<file path="src/hdl/oa_pkg.sv">
// constants and types for the output arbiter and threshold register bank
// assumes one 40 MHz system clock and 10-bit register offsets
package oa_pkg;
   localparam int NUM_CORES = 4;
   localparam int NUM_OUT = 12;
   localparam int NUM_HS = 5;
   localparam int NUM_START = 6;
   localparam int NUM_CUR = 4;
   localparam int THR_W = 3;
   localparam int LVL_W = 8;
   localparam int DEB_W = 12;
   localparam int OC_TRIM_W = 4;
   // register offsets
   localparam logic [9:0] OFF_HS_DRAIN = 10'h018a;
   localparam logic [9:0] OFF_HS_SRC = 10'h018b;
   localparam logic [9:0] OFF_LS_A = 10'h018c;
   localparam logic [9:0] OFF_LS_B = 10'h018d;
   localparam logic [9:0] OFF_LVL = 10'h019b;
   localparam logic [9:0] OFF_GRANTS = 10'h019c;
   localparam logic [9:0] OFF_DEB = 10'h019d;
   // field positions and values after reset
   localparam int DEB_POLICY_BIT = 12;
   localparam logic [12:0] DEB_RST = 13'h0001;
   localparam logic [14:0] THR_RST = 15'h0000;
   localparam logic [7:0] LVL_RST = 8'h00;
   localparam logic [3:0] GRANT_RST = 4'h0;
   // source threshold codes forced during bootstrap init
   localparam logic [2:0] SRC_THR_LO = 3'h1;
   localparam logic [2:0] SRC_THR_HI = 3'h2;
   // timing
   localparam int CLK_HZ = 40_000_000;
   localparam int BS_WAIT_MS = 36;
   localparam int BS_WAIT_CYC = (CLK_HZ / 1000) * BS_WAIT_MS;
   localparam int OC_SETTLE_CYC = 4;
   typedef enum logic [1:0] {OC_IDLE, OC_WAIT, OC_STEP} oc_state_t;
endpackage

</file>
<file path="src/hdl/boost_deb_if.sv">
// link between the register bank and the boost comparator filter
// assumes both ends sit on the same clock
`timescale 1ns/1ps
interface boost_deb_if;
   logic sample;
   logic policy;
   logic [11:0] setting;
   logic filtered;
   modport ctrl (output sample, output policy, output setting, input filtered);
   modport filt (input sample, input policy, input setting, output filtered);
endinterface

</file>
<file path="src/hdl/boost_debounce.sv">
// digital filter for the synchronised boost comparator output
// assumes the sample is already synchronised to i_ref_clk
`timescale 1ns/1ps
module boost_debounce (
   // clock and reset
   input wire logic i_ref_clk,
   input wire logic i_rst,
   // filter link
   boost_deb_if.filt deb
);
   typedef struct packed {
      logic state;
      logic [11:0] cnt;
   } deb_st_t;
   deb_st_t st_r;
   deb_st_t st_nxt;

   always_comb
   begin
      st_nxt = st_r;
      if (deb.sample != st_r.state)
      begin
         // >= so that lowering the setting mid-count still settles
         if (st_r.cnt >= deb.setting)
         begin
            st_nxt.state = deb.sample;
            st_nxt.cnt = '0;
         end
         else
         begin
            st_nxt.cnt = st_r.cnt + 12'h001;
         end
      end
      else if (deb.policy)
      begin
         if (st_r.cnt != '0)
         begin
            st_nxt.cnt = st_r.cnt - 12'h001;
         end
      end
      else
      begin
         st_nxt.cnt = '0;
      end
      if (i_rst)
      begin
         st_nxt = '0;
      end
   end

   always_ff @(posedge i_ref_clk)
   begin
      st_r <= st_nxt;
   end

   assign deb.filtered = st_r.state;

   deb_reset_cnt_a:
   assert property (@(posedge i_ref_clk) disable iff (i_rst)
      (!deb.policy && deb.sample == st_r.state) |=> st_r.cnt == '0)
      else $error("filter count not cleared");
   deb_decrement_a:
   assert property (@(posedge i_ref_clk) disable iff (i_rst)
      (deb.policy && deb.sample == st_r.state && st_r.cnt != '0)
      |=> st_r.cnt == $past(st_r.cnt) - 12'h001)
      else $error("filter count not decremented");
   deb_flip_time_a:
   assert property (@(posedge i_ref_clk) disable iff (i_rst)
      (deb.sample != st_r.state && st_r.cnt >= deb.setting)
      |=> st_r.state == $past(deb.sample) && st_r.cnt == '0)
      else $error("filtered state did not follow");
   deb_flip_c:
   cover property (@(posedge i_ref_clk) disable iff (i_rst) $rose(st_r.state));
endmodule

</file>
<file path="src/hdl/output_arbiter_threshold_regs.sv">
// output arbiter, diagnosis, offset trim and threshold registers
// assumes core commands, grants and bootstrap init flags come from
// logic on i_ref_clk; comparator and pin inputs are asynchronous
//
// Summary of operation
// - inputs and feedback broadcast to every core
// - four core command sets merged per output
// - diagnosis compares merged commands with feedback
// - core request starts offset trim routine
// - boost level writable by host and cores
// - eight-bit boost level sets boost threshold
// - per-core grant bit allows boost writes
// - boost trim applied automatically, no core action
// - policy zero: matching sample clears filter count
// - policy one: matching sample decrements filter count
// - filter time is clock times setting plus one
// - three-bit thresholds, five per register, one in LS_B
// - host writes every threshold register
// - core changes only thresholds of granted outputs
// - source threshold readback shows effective values
// - ungranted core filter writes are ignored
// - backdoor cannot write the boost level
// - init forces low source threshold, raised later
`timescale 1ns/1ps
module output_arbiter_threshold_regs #(
   parameter int BS_WAIT_CYC = oa_pkg::BS_WAIT_CYC
) (
   // clock and reset
   input wire logic i_ref_clk,
   input wire logic i_rst,
   // host register port
   input wire logic i_spi_wr,
   input wire logic i_spi_rd,
   input wire logic [9:0] i_spi_addr,
   input wire logic [15:0] i_spi_wdata,
   output logic [15:0] o_spi_rdata,
   // core backdoor port
   input wire logic i_bd_wr,
   input wire logic [1:0] i_bd_core,
   input wire logic [9:0] i_bd_addr,
   input wire logic [15:0] i_bd_wdata,
   input wire logic i_regs_locked,
   // core boost level writes
   input wire logic [3:0] i_core_lvl_wr,
   input wire logic [3:0][7:0] i_core_lvl_data,
   // core commands and grants
   input wire logic [3:0][11:0] i_core_cmd,
   input wire logic [3:0][11:0] i_output_grant_map,
   input wire logic [3:0] i_oc_req,
   // pins and analog feedback
   input wire logic [5:0] i_start_inputs,
   input wire logic [11:0] i_vds_fbk,
   input wire logic [3:0] i_cur_fbk,
   input wire logic i_uv_vccp,
   input wire logic i_amp_out,
   input wire logic i_boost_cmp,
   input wire logic [4:0] i_bs_init,
   input wire logic [4:0] i_boost_eol_trim,
   // to cores
   output logic [5:0] o_core_start,
   output logic [11:0] o_core_fbk,
   output logic [3:0] o_core_cur,
   // to analog
   output logic [11:0] o_drive_cmd,
   output logic [11:0] o_diag_mismatch,
   output logic [14:0] o_high_side_drain_limit,
   output logic [14:0] o_high_side_source_limit,
   output logic [17:0] o_low_side_drain_limit,
   output logic [7:0] o_boost_level,
   output logic o_boost_ok,
   output logic [3:0] o_oc_trim,
   output logic o_oc_busy
);
   localparam int TMR_W = $clog2(BS_WAIT_CYC + 1);

   typedef struct packed {
      logic [5:0] start_s1, start_s2;
      logic [11:0] fbk_s1, fbk_s2;
      logic [3:0] cur_s1, cur_s2;
      logic uv_s1, uv_s2, amp_s1, amp_s2, bcmp_s1, bcmp_s2;
      logic [11:0] drive, diag;
      logic [14:0] hs_drain, hs_src, ls_a, src_eff;
      logic [2:0] ls_b;
      logic [7:0] blevel, lvl_eff;
      logic [3:0] grants;
      logic [12:0] deb;
      logic [15:0] rdata;
      logic [TMR_W-1:0] tmr;
      logic bs_done;
      oa_pkg::oc_state_t oc_state;
      logic [3:0] oc_trim;
      logic [2:0] oc_cnt;
      logic oc_busy;
   } st_t;

   st_t st_r;
   st_t st_nxt;
   logic [11:0] merged;
   logic [11:0] bd_gr;
   logic signed [9:0] lvl_sum;
   boost_deb_if deb_if ();

   function automatic logic [14:0] fld_merge(input logic [14:0] old, input logic [14:0] wd,
                                             input logic [4:0] en);
      logic [14:0] r;
      r = old;
      for (int j = 0; j < oa_pkg::NUM_HS; j++)
      begin
         if (en[j])
         begin
            r[j*oa_pkg::THR_W +: oa_pkg::THR_W] = wd[j*oa_pkg::THR_W +: oa_pkg::THR_W];
         end
      end
      return r;
   endfunction

   // an output follows any granted core that drives it
   for (genvar o = 0; o < oa_pkg::NUM_OUT; o++)
   begin : g_merge
      logic [3:0] hits;
      for (genvar c = 0; c < oa_pkg::NUM_CORES; c++)
      begin : g_core
         assign hits[c] = i_core_cmd[c][o] & i_output_grant_map[c][o];
      end
      assign merged[o] = |hits;

      merge_on_a:
      assert property (@(posedge i_ref_clk) disable iff (i_rst)
         (i_core_cmd[0][o] && i_output_grant_map[0][o]) |=> o_drive_cmd[o])
         else $error("granted command not driven");
      ungranted_off_a:
      assert property (@(posedge i_ref_clk) disable iff (i_rst)
         ((i_core_cmd & i_output_grant_map) == '0) |=> o_drive_cmd == '0)
         else $error("ungranted command reached output");
   end

   assign bd_gr = i_output_grant_map[i_bd_core];
   // end-of-line trim is signed and the result saturates at both ends
   assign lvl_sum = $signed({2'b00, st_r.blevel}) + 10'(signed'(i_boost_eol_trim));

   always_comb
   begin
      st_nxt = st_r;
      // first flops only feed second flops
      st_nxt.start_s1 = i_start_inputs;
      st_nxt.start_s2 = st_r.start_s1;
      st_nxt.fbk_s1 = i_vds_fbk;
      st_nxt.fbk_s2 = st_r.fbk_s1;
      st_nxt.cur_s1 = i_cur_fbk;
      st_nxt.cur_s2 = st_r.cur_s1;
      st_nxt.uv_s1 = i_uv_vccp;
      st_nxt.uv_s2 = st_r.uv_s1;
      st_nxt.amp_s1 = i_amp_out;
      st_nxt.amp_s2 = st_r.amp_s1;
      st_nxt.bcmp_s1 = i_boost_cmp;
      st_nxt.bcmp_s2 = st_r.bcmp_s1;
      st_nxt.drive = merged;
      st_nxt.diag = st_r.drive ^ st_r.fbk_s2;

      // backdoor: boost level is deliberately absent here
      if (i_bd_wr)
      begin
         case (i_bd_addr)
            oa_pkg::OFF_HS_DRAIN: st_nxt.hs_drain = fld_merge(st_r.hs_drain, i_bd_wdata[14:0],
                                                              bd_gr[4:0]);
            oa_pkg::OFF_HS_SRC: st_nxt.hs_src = fld_merge(st_r.hs_src, i_bd_wdata[14:0],
                                                          bd_gr[4:0]);
            oa_pkg::OFF_LS_A: st_nxt.ls_a = fld_merge(st_r.ls_a, i_bd_wdata[14:0],
                                                      bd_gr[9:5]);
            oa_pkg::OFF_LS_B:
            begin
               if (bd_gr[10])
               begin
                  st_nxt.ls_b = i_bd_wdata[2:0];
               end
            end
            oa_pkg::OFF_GRANTS:
            begin
               if (!i_regs_locked)
               begin
                  st_nxt.grants = i_bd_wdata[3:0];
               end
            end
            oa_pkg::OFF_DEB:
            begin
               if (!i_regs_locked && st_r.grants[i_bd_core])
               begin
                  st_nxt.deb = i_bd_wdata[12:0];
               end
            end
            default:
            begin
            end
         endcase
      end

      // lowest numbered granted core wins a tie
      for (int c = oa_pkg::NUM_CORES - 1; c >= 0; c--)
      begin
         if (i_core_lvl_wr[c] && st_r.grants[c])
         begin
            st_nxt.blevel = i_core_lvl_data[c];
         end
      end

      // host writes last, so they win over any core in the same cycle
      if (i_spi_wr)
      begin
         case (i_spi_addr)
            oa_pkg::OFF_HS_DRAIN: st_nxt.hs_drain = i_spi_wdata[14:0];
            oa_pkg::OFF_HS_SRC: st_nxt.hs_src = i_spi_wdata[14:0];
            oa_pkg::OFF_LS_A: st_nxt.ls_a = i_spi_wdata[14:0];
            oa_pkg::OFF_LS_B: st_nxt.ls_b = i_spi_wdata[2:0];
            oa_pkg::OFF_LVL: st_nxt.blevel = i_spi_wdata[7:0];
            oa_pkg::OFF_GRANTS:
            begin
               if (!i_regs_locked)
               begin
                  st_nxt.grants = i_spi_wdata[3:0];
               end
            end
            oa_pkg::OFF_DEB:
            begin
               if (!i_regs_locked)
               begin
                  st_nxt.deb = i_spi_wdata[12:0];
               end
            end
            default:
            begin
            end
         endcase
      end

      if (lvl_sum < 0)
      begin
         st_nxt.lvl_eff = '0;
      end
      else if (lvl_sum > 10'sd255)
      begin
         st_nxt.lvl_eff = '1;
      end
      else
      begin
         st_nxt.lvl_eff = lvl_sum[7:0];
      end

      // bootstrap timer restarts whenever the supply drops again
      if (st_r.uv_s2)
      begin
         st_nxt.tmr = '0;
         st_nxt.bs_done = 1'b0;
      end
      else if (!st_r.bs_done)
      begin
         if (st_r.tmr == TMR_W'(BS_WAIT_CYC - 1))
         begin
            st_nxt.bs_done = 1'b1;
         end
         else
         begin
            st_nxt.tmr = st_r.tmr + TMR_W'(1);
         end
      end
      for (int j = 0; j < oa_pkg::NUM_HS; j++)
      begin
         if (i_bs_init[j])
         begin
            st_nxt.src_eff[j*oa_pkg::THR_W +: oa_pkg::THR_W] =
               st_r.bs_done ? oa_pkg::SRC_THR_HI : oa_pkg::SRC_THR_LO;
         end
         else
         begin
            st_nxt.src_eff[j*oa_pkg::THR_W +: oa_pkg::THR_W] =
               st_r.hs_src[j*oa_pkg::THR_W +: oa_pkg::THR_W];
         end
      end

      if (i_spi_rd)
      begin
         case (i_spi_addr)
            oa_pkg::OFF_HS_DRAIN: st_nxt.rdata = {1'b0, st_r.hs_drain};
            oa_pkg::OFF_HS_SRC: st_nxt.rdata = {1'b0, st_r.src_eff};
            oa_pkg::OFF_LS_A: st_nxt.rdata = {1'b0, st_r.ls_a};
            oa_pkg::OFF_LS_B: st_nxt.rdata = {13'h0000, st_r.ls_b};
            oa_pkg::OFF_LVL: st_nxt.rdata = {8'h00, st_r.blevel};
            oa_pkg::OFF_GRANTS: st_nxt.rdata = {12'h0000, st_r.grants};
            oa_pkg::OFF_DEB: st_nxt.rdata = {3'h0, st_r.deb};
            default: st_nxt.rdata = 16'h0000;
         endcase
      end

      // one-way search: the trim only rises, so a negative offset ends at zero
      case (st_r.oc_state)
         oa_pkg::OC_IDLE:
         begin
            if (|i_oc_req)
            begin
               st_nxt.oc_trim = '0;
               st_nxt.oc_cnt = '0;
               st_nxt.oc_busy = 1'b1;
               st_nxt.oc_state = oa_pkg::OC_WAIT;
            end
         end
         oa_pkg::OC_WAIT:
         begin
            // let the amplifier and its synchroniser settle
            if (st_r.oc_cnt == 3'(oa_pkg::OC_SETTLE_CYC - 1))
            begin
               st_nxt.oc_state = oa_pkg::OC_STEP;
            end
            else
            begin
               st_nxt.oc_cnt = st_r.oc_cnt + 3'h1;
            end
         end
         oa_pkg::OC_STEP:
         begin
            if (st_r.amp_s2 && st_r.oc_trim != '1)
            begin
               st_nxt.oc_trim = st_r.oc_trim + 4'h1;
               st_nxt.oc_cnt = '0;
               st_nxt.oc_state = oa_pkg::OC_WAIT;
            end
            else
            begin
               st_nxt.oc_busy = 1'b0;
               st_nxt.oc_state = oa_pkg::OC_IDLE;
            end
         end
         default: st_nxt.oc_state = oa_pkg::OC_IDLE;
      endcase

      if (i_rst)
      begin
         st_nxt = '0;
         st_nxt.hs_drain = oa_pkg::THR_RST;
         st_nxt.hs_src = oa_pkg::THR_RST;
         st_nxt.ls_a = oa_pkg::THR_RST;
         st_nxt.blevel = oa_pkg::LVL_RST;
         st_nxt.grants = oa_pkg::GRANT_RST;
         st_nxt.deb = oa_pkg::DEB_RST;
      end
   end

   always_ff @(posedge i_ref_clk)
   begin
      st_r <= st_nxt;
   end

   assign deb_if.sample = st_r.bcmp_s2;
   assign deb_if.policy = st_r.deb[oa_pkg::DEB_POLICY_BIT];
   assign deb_if.setting = st_r.deb[oa_pkg::DEB_W-1:0];

   boost_debounce u_deb (
      .i_ref_clk (i_ref_clk),
      .i_rst (i_rst),
      .deb (deb_if.filt)
   );

   assign o_spi_rdata = st_r.rdata;
   assign o_core_start = st_r.start_s2;
   assign o_core_fbk = st_r.fbk_s2;
   assign o_core_cur = st_r.cur_s2;
   assign o_drive_cmd = st_r.drive;
   assign o_diag_mismatch = st_r.diag;
   assign o_high_side_drain_limit = st_r.hs_drain;
   assign o_high_side_source_limit = st_r.src_eff;
   assign o_low_side_drain_limit = {st_r.ls_b, st_r.ls_a};
   assign o_boost_level = st_r.lvl_eff;
   assign o_boost_ok = deb_if.filtered;
   assign o_oc_trim = st_r.oc_trim;
   assign o_oc_busy = st_r.oc_busy;

   broadcast_delay_a:
   assert property (@(posedge i_ref_clk) (!$past(i_rst) && !$past(i_rst, 2))
      |-> o_core_start == $past(i_start_inputs, 2) && o_core_cur == $past(i_cur_fbk, 2))
      else $error("inputs not broadcast after two cycles");
   diag_compare_a:
   assert property (@(posedge i_ref_clk) disable iff (i_rst)
      !$past(i_rst) |-> o_diag_mismatch == ($past(o_drive_cmd) ^ $past(o_core_fbk)))
      else $error("diagnosis mismatch wrong");
   oc_start_a:
   assert property (@(posedge i_ref_clk) disable iff (i_rst)
      (st_r.oc_state == oa_pkg::OC_IDLE && |i_oc_req)
      |=> o_oc_busy && o_oc_trim == '0 ##4 st_r.oc_state == oa_pkg::OC_STEP)
      else $error("offset trim did not start");
   lvl_core_write_a:
   assert property (@(posedge i_ref_clk) disable iff (i_rst)
      (i_core_lvl_wr == 4'h1 && st_r.grants[0] && !i_spi_wr)
      |=> st_r.blevel == $past(i_core_lvl_data[0]))
      else $error("granted core level write lost");
   lvl_output_a:
   assert property (@(posedge i_ref_clk) disable iff (i_rst)
      (i_boost_eol_trim == 5'h00 && !$past(i_rst)) |=> o_boost_level == $past(st_r.blevel))
      else $error("boost level not applied");
   lvl_denied_a:
   assert property (@(posedge i_ref_clk) disable iff (i_rst)
      (i_core_lvl_wr != '0 && (i_core_lvl_wr & st_r.grants) == '0 && !i_spi_wr)
      |=> $stable(st_r.blevel))
      else $error("ungranted core changed boost level");
   eol_trim_a:
   assert property (@(posedge i_ref_clk) disable iff (i_rst)
      (i_boost_eol_trim == 5'h01 && st_r.blevel < 8'hff)
      |=> o_boost_level == $past(st_r.blevel) + 8'h01)
      else $error("end-of-line trim not applied");
   thr_host_write_a:
   assert property (@(posedge i_ref_clk) disable iff (i_rst)
      (i_spi_wr && i_spi_addr == oa_pkg::OFF_HS_DRAIN)
      |=> o_high_side_drain_limit == $past(i_spi_wdata[14:0]))
      else $error("host threshold write lost");
   thr_core_deny_a:
   assert property (@(posedge i_ref_clk) disable iff (i_rst)
      (i_bd_wr && i_bd_addr == oa_pkg::OFF_HS_DRAIN && !bd_gr[0] && !i_spi_wr)
      |=> $stable(st_r.hs_drain[2:0]))
      else $error("ungranted core changed threshold");
   src_readback_a:
   assert property (@(posedge i_ref_clk) disable iff (i_rst)
      (i_spi_rd && i_spi_addr == oa_pkg::OFF_HS_SRC)
      |=> o_spi_rdata == {1'b0, $past(st_r.src_eff)})
      else $error("source readback not effective value");
   deb_core_deny_a:
   assert property (@(posedge i_ref_clk) disable iff (i_rst)
      (i_bd_wr && i_bd_addr == oa_pkg::OFF_DEB && !st_r.grants[i_bd_core] && !i_spi_wr)
      |=> $stable(st_r.deb))
      else $error("ungranted filter write taken");
   lvl_backdoor_a:
   assert property (@(posedge i_ref_clk) disable iff (i_rst)
      (i_bd_wr && i_bd_addr == oa_pkg::OFF_LVL && !i_spi_wr && i_core_lvl_wr == '0)
      |=> $stable(st_r.blevel))
      else $error("backdoor reached boost level");
   src_init_low_a:
   assert property (@(posedge i_ref_clk) disable iff (i_rst)
      (i_bs_init[0] && !st_r.bs_done) |=> o_high_side_source_limit[2:0] == oa_pkg::SRC_THR_LO)
      else $error("init source threshold not low");

   oc_run_c:
   cover property (@(posedge i_ref_clk) disable iff (i_rst) $fell(o_oc_busy) && o_oc_trim != '0);
   bs_raise_c:
   cover property (@(posedge i_ref_clk) disable iff (i_rst) $rose(st_r.bs_done));
   core_lvl_c:
   cover property (@(posedge i_ref_clk) disable iff (i_rst) (i_core_lvl_wr & st_r.grants) != '0);
   merge_c:
   cover property (@(posedge i_ref_clk) disable iff (i_rst) $rose(o_drive_cmd[0]));
endmodule

</file>
<file path="config.mk">
export PLATFORM = sky130hd
export DESIGN_NAME = output_arbiter_threshold_regs
export DESIGN_NICKNAME = d
export VERILOG_FILES = /design/src/hdl/oa_pkg.sv /design/src/hdl/boost_deb_if.sv /design/src/hdl/boost_debounce.sv /design/src/hdl/output_arbiter_threshold_regs.sv
export SDC_FILE = /design/constraint.sdc
export NUM_CORES = 1
export LEC_CHECK = 0
export ABC_AREA = 1
export BUFFER_PORTS_ARGS = -buffer_cell sky130_fd_sc_hd__clkbuf_2
export CAP_MARGIN = 20
export CORE_ASPECT_RATIO = 0.75
export CORE_MARGIN = 8
export CORE_UTILIZATION = 48
export CTS_CLUSTER_DIAMETER = 120
export CTS_CLUSTER_SIZE = 40
export DETAILED_ROUTE_END_ITERATION = 16
export GPL_TIMING_DRIVEN = 0
export PLACE_DENSITY = 0.83
export SLEW_MARGIN = 20
export SYNTH_ARGS = -nofsm -noshare
export SYNTH_HDL_FRONTEND = slang
export SYNTH_SLANG_ARGS = --single-unit
</file>
<file path="constraint.sdc">
create_clock -name i_ref_clk -period 1.6 [get_ports i_ref_clk]
set_clock_uncertainty 0.05 [all_clocks]
set_input_delay 0.24 -clock i_ref_clk [delete_from_list [all_inputs] [get_ports i_ref_clk]]
set_output_delay 0.24 -clock i_ref_clk [all_outputs]
set_load 0.005 [all_outputs]
</file>
==> summary.md <==
• arrival time of data at the critical path endpoint: 2.16 ns
• Post-Syn Instances: 1949
• crit path launch type: register
• worst vdd rail ir drop: 0.675 mV
• via count of the first global-routing pass: 14.4k
• beginning of the critical path: deb_if.setting[7]
• standard cell core area: 26900 sq um
• Routed WL: 53.7 mm
• failing checks: negative hold slack, negative setup slack
• Worst Path Max Fanout: 7
• top-level port count: 355
• Ys Warns: 0
• setup repair after global routing missed its margin: yes
• sequential area share after synthesis: 35.3%
• Post-Synthesis Net Count: 2209
• remaining antenna violation count after routing: 0
• non-filler instance count after layout: 2794
• fin util: 66.1%
• Unique masters post-synth: 42
• number of failing setup endpoints in the final timing report: 41
• flip-flop and latch count after synthesis: 230
• clock tree from TritonCTS: yes
• power density of the placed cells: 685 nW/um^2
• headroom to the max-slew limit: 36.5%
• clock tree root buffer cell: sky130_fd_sc_hd__clkbuf_16
• clock latency at the later pin of the worst-skew pair: 0.50 ns
• final hold violation count: 2
• startpoint of the most critical register-to-register path: deb_if.setting[7]
• total die area: 32800 sq um
• cell count after placement: 2649
• Buffers on Ports: 349
• HP Class: in -> reg
• largest area contributor in the netlist: sky130_fd_sc_hd__dfxtp_1
• vias per std cell: 5.48
• share of layout cells above drive strength 1: 33.1%
• time the final worst path needs with I/O delays and setup: 1.77 ns
• synthesized area divided by synthesized cell count: 6.69 sq um
• min setup slack post-route: -0.166 ns
• Leakage: 8.50 nW
• top-count cell post-synth: sky130_fd_sc_hd__nand2_1
• final max-slew violation count: 0
• combined global-route utilization of all metal layers: 30.3%
• Detailed Place HPWL: 39.9 mm
• minimum hold slack: -0.0126 ns
• initial cell density of the core: 48.5%
• Register-to-Register Path Depth: 10
• pin count of the biggest net entering global routing: 41
• share of the synthesized area in the top cell type: 35.3%
• crit path capture type: register
• Syn-to-layout area delta: 36.1%
• GPL Wtd Cong: 0.988
• row count: 52
• number of H-tree branching levels: 1
• Clk pin slew, worst setup/hold paths: 0.16 ns
• first-pass detailed-route iteration total: 8
• destination of the critical timing path: u_deb.st_r[9]
• overall overflow remaining after global route: 0
• Data required, critical path: 2.00 ns
• total clock sinks: 230
• pin slew with the least headroom to its limit: 0.952 ns
• Tot Pwr: 0.0122 W
• antenna violations before repair: 3
• fraction of met2 tracks used by global routing: 48.8%
• number of flops mapped to enable cells by yosys: 0
• number of DRC violations after detailed-routing iteration 0: 1797
• ranking of synthesized cells by area: sky130_fd_sc_hd__dfxtp_1 35%, sky130_fd_sc_hd__nand2_1 13%, sky130_fd_sc_hd__buf_4 7.3%
• met3 usage in global routing: 7.65%
• number of max-capacitance violations reported: 0
• commonest cells in the netlist: 436 x sky130_fd_sc_hd__nand2_1, 235 x sky130_fd_sc_hd__inv_1, 230 x sky130_fd_sc_hd__dfxtp_1, 227 x sky130_fd_sc_hd__nor2_1, 150 x sky130_fd_sc_hd__nand3_1
• clock buffer count from CTS: 9
• register-to-register setup slack: -0.17 ns
• average wire length per cell after detail routing: 19.2 um
• status: complete, but fails checks
• summed area of non-filler cells in the final layout: 17800 sq um
• layer with the highest usage: met2
• share of synthesized registers carrying an async set or reset: 0%
• buffers from clock root to sink, at most: 3
• routed vias: 15.3k
• Worst R2R End: u_deb.st_r[9]
• first-pass GRT wire length: 79.3 mm
• Cell Area, Placed: 15300 sq um
• Most used DFF post-synth: sky130_fd_sc_hd__dfxtp_1
• final clock period utilization by the worst path: 110%
• floorplan die height: 159 um
• met1 demand-to-capacity share in global routing: 39.0%
• type of the setup path with the least slack: reg -> reg
• netlist area before placement: 13000 sq um
• number of nets in the layout: 2703
• DRC violation count after routing: 0
• Peak Freq: 566 MHz
• die outline width: 206 um
layout make-up:
| class | instances | area (sq um) |
|---|---|---|
| fillers | 2287 | 9120 |
| multi-input cells | 1286 | 7110 |
| flip-flops and latches | 230 | 4700 |
| repair buffers | 485 | 3050 |
| plain buffers | 189 | 1280 |
| inverters | 242 | 933 |
| well taps | 351 | 439 |
| clock buffers | 9 | 225 |
| clock inverters | 1 | 11.3 |
| diodes | 1 | 2.50 |
timing repair:
action / CTS / global route
endpoints found under the setup margin: 88 / 93
gates resized for setup: 128 / 172
setup buffers: 33 / 11
pin swaps: 40 / 38
cloned: 0 / 4
hold buffers: 88 / 0
hold endpoints to repair: 58 / 0
worst min-delay path by stage:
stage	from	to	slack (ns)	cells past startpoint
2_1_floorplan	i_boost_cmp	st_r[169]	0.30	2
3_3_place_gp	st_r[204]	o_core_fbk[10]	0.34	2
3_5_place_dp	st_r[194]	o_core_fbk[0]	0.34	2
4_1_cts	i_output_grant_map[31]	o_drive_cmd[7]	0.001	3
5_1_grt	i_output_grant_map[29]	o_drive_cmd[5]	0.01	3
6_report	i_output_grant_map[21]	o_drive_cmd[9]	-0.01	3
worst max-delay path, cell delays in order, from the launching register on:
cell and delay (ns):
sky130_fd_sc_hd__dfxtp_2 0.37, sky130_fd_sc_hd__inv_2 0.06, sky130_fd_sc_hd__ha_4 0.25, sky130_fd_sc_hd__a21oi_2 0.14, sky130_fd_sc_hd__nand2_2 0.09, sky130_fd_sc_hd__a21oi_4 0.17, sky130_fd_sc_hd__nand2_4 0.10, sky130_fd_sc_hd__nor2_4 0.21
sky130_fd_sc_hd__buf_4 0.16, sky130_fd_sc_hd__a21oi_2 0.04, sky130_fd_sc_hd__nor2_1 0.07
placed cells by master, fill, tap and decap left out, drive strengths merged, types with 39 or more instances in the layout:
master,instances
buf,200
dfxtp,230
dlygate4sd3,88
nor2,243
a21oi,116
inv,240
nand3,150
nand4,39
nand2,441
clkbuf,395
o21ai,138
logic make-up after synthesis:
logic type | after synthesis | share of synthesized area [%]
AND/OR/NAND/NOR | 895 | 29.0
buffers and inverters | 433 | 16.5
AO/OA/AOI/OAI | 324 | 13.8
flip-flops | 230 | 35.3
XOR/XNOR | 37 | 2.48
adder cells (fa/ha/maj) | 29 | 2.84
other | 1 | 0.0287
layer usage:
metal,share of wire [%],wire [um],up-vias
met2,44,23900,1035
met3,12,6690,196
met1,39,20800,6959
met5,0.043,23,-
met4,4.3,2320,4
li1,-,-,7125
metrics by stage:
step / setup WS [ns] / TNS [ns]
CTS: -0.129 / -1.81
global placement: -0.614 / -44.29
global route: -0.249 / -6.68
detailed placement: -0.720 / -51.99
finish: -0.166 / -3.35
floorplan: 0.00107 / 0
report_power, final:
group	internal (W)	switching, W
Clock	0.00105	0.00185
Combinational	0.00139	0.00180
Sequential	0.00592	0.000158
Total	0.00835	0.00381
registers in the layout, indices dropped and copies added, names as in the netlist:
register and flops:
u_deb.st_r 12, o_diag_mismatch 12, deb_if.sample 1, o_spi_rdata 15, o_low_side_drain_limit 18, o_core_cur 4, deb_if.setting 12, o_high_side_source_limit 15
o_core_fbk 12, o_oc_trim 4, o_drive_cmd 12, o_high_side_drain_limit 15, o_boost_level 8, o_oc_busy 1, st_r 81, u_deb.deb.filtered 1
deb_if.policy 1, o_core_start 6
No activity file was read; power rests on OpenSTA's default activity.
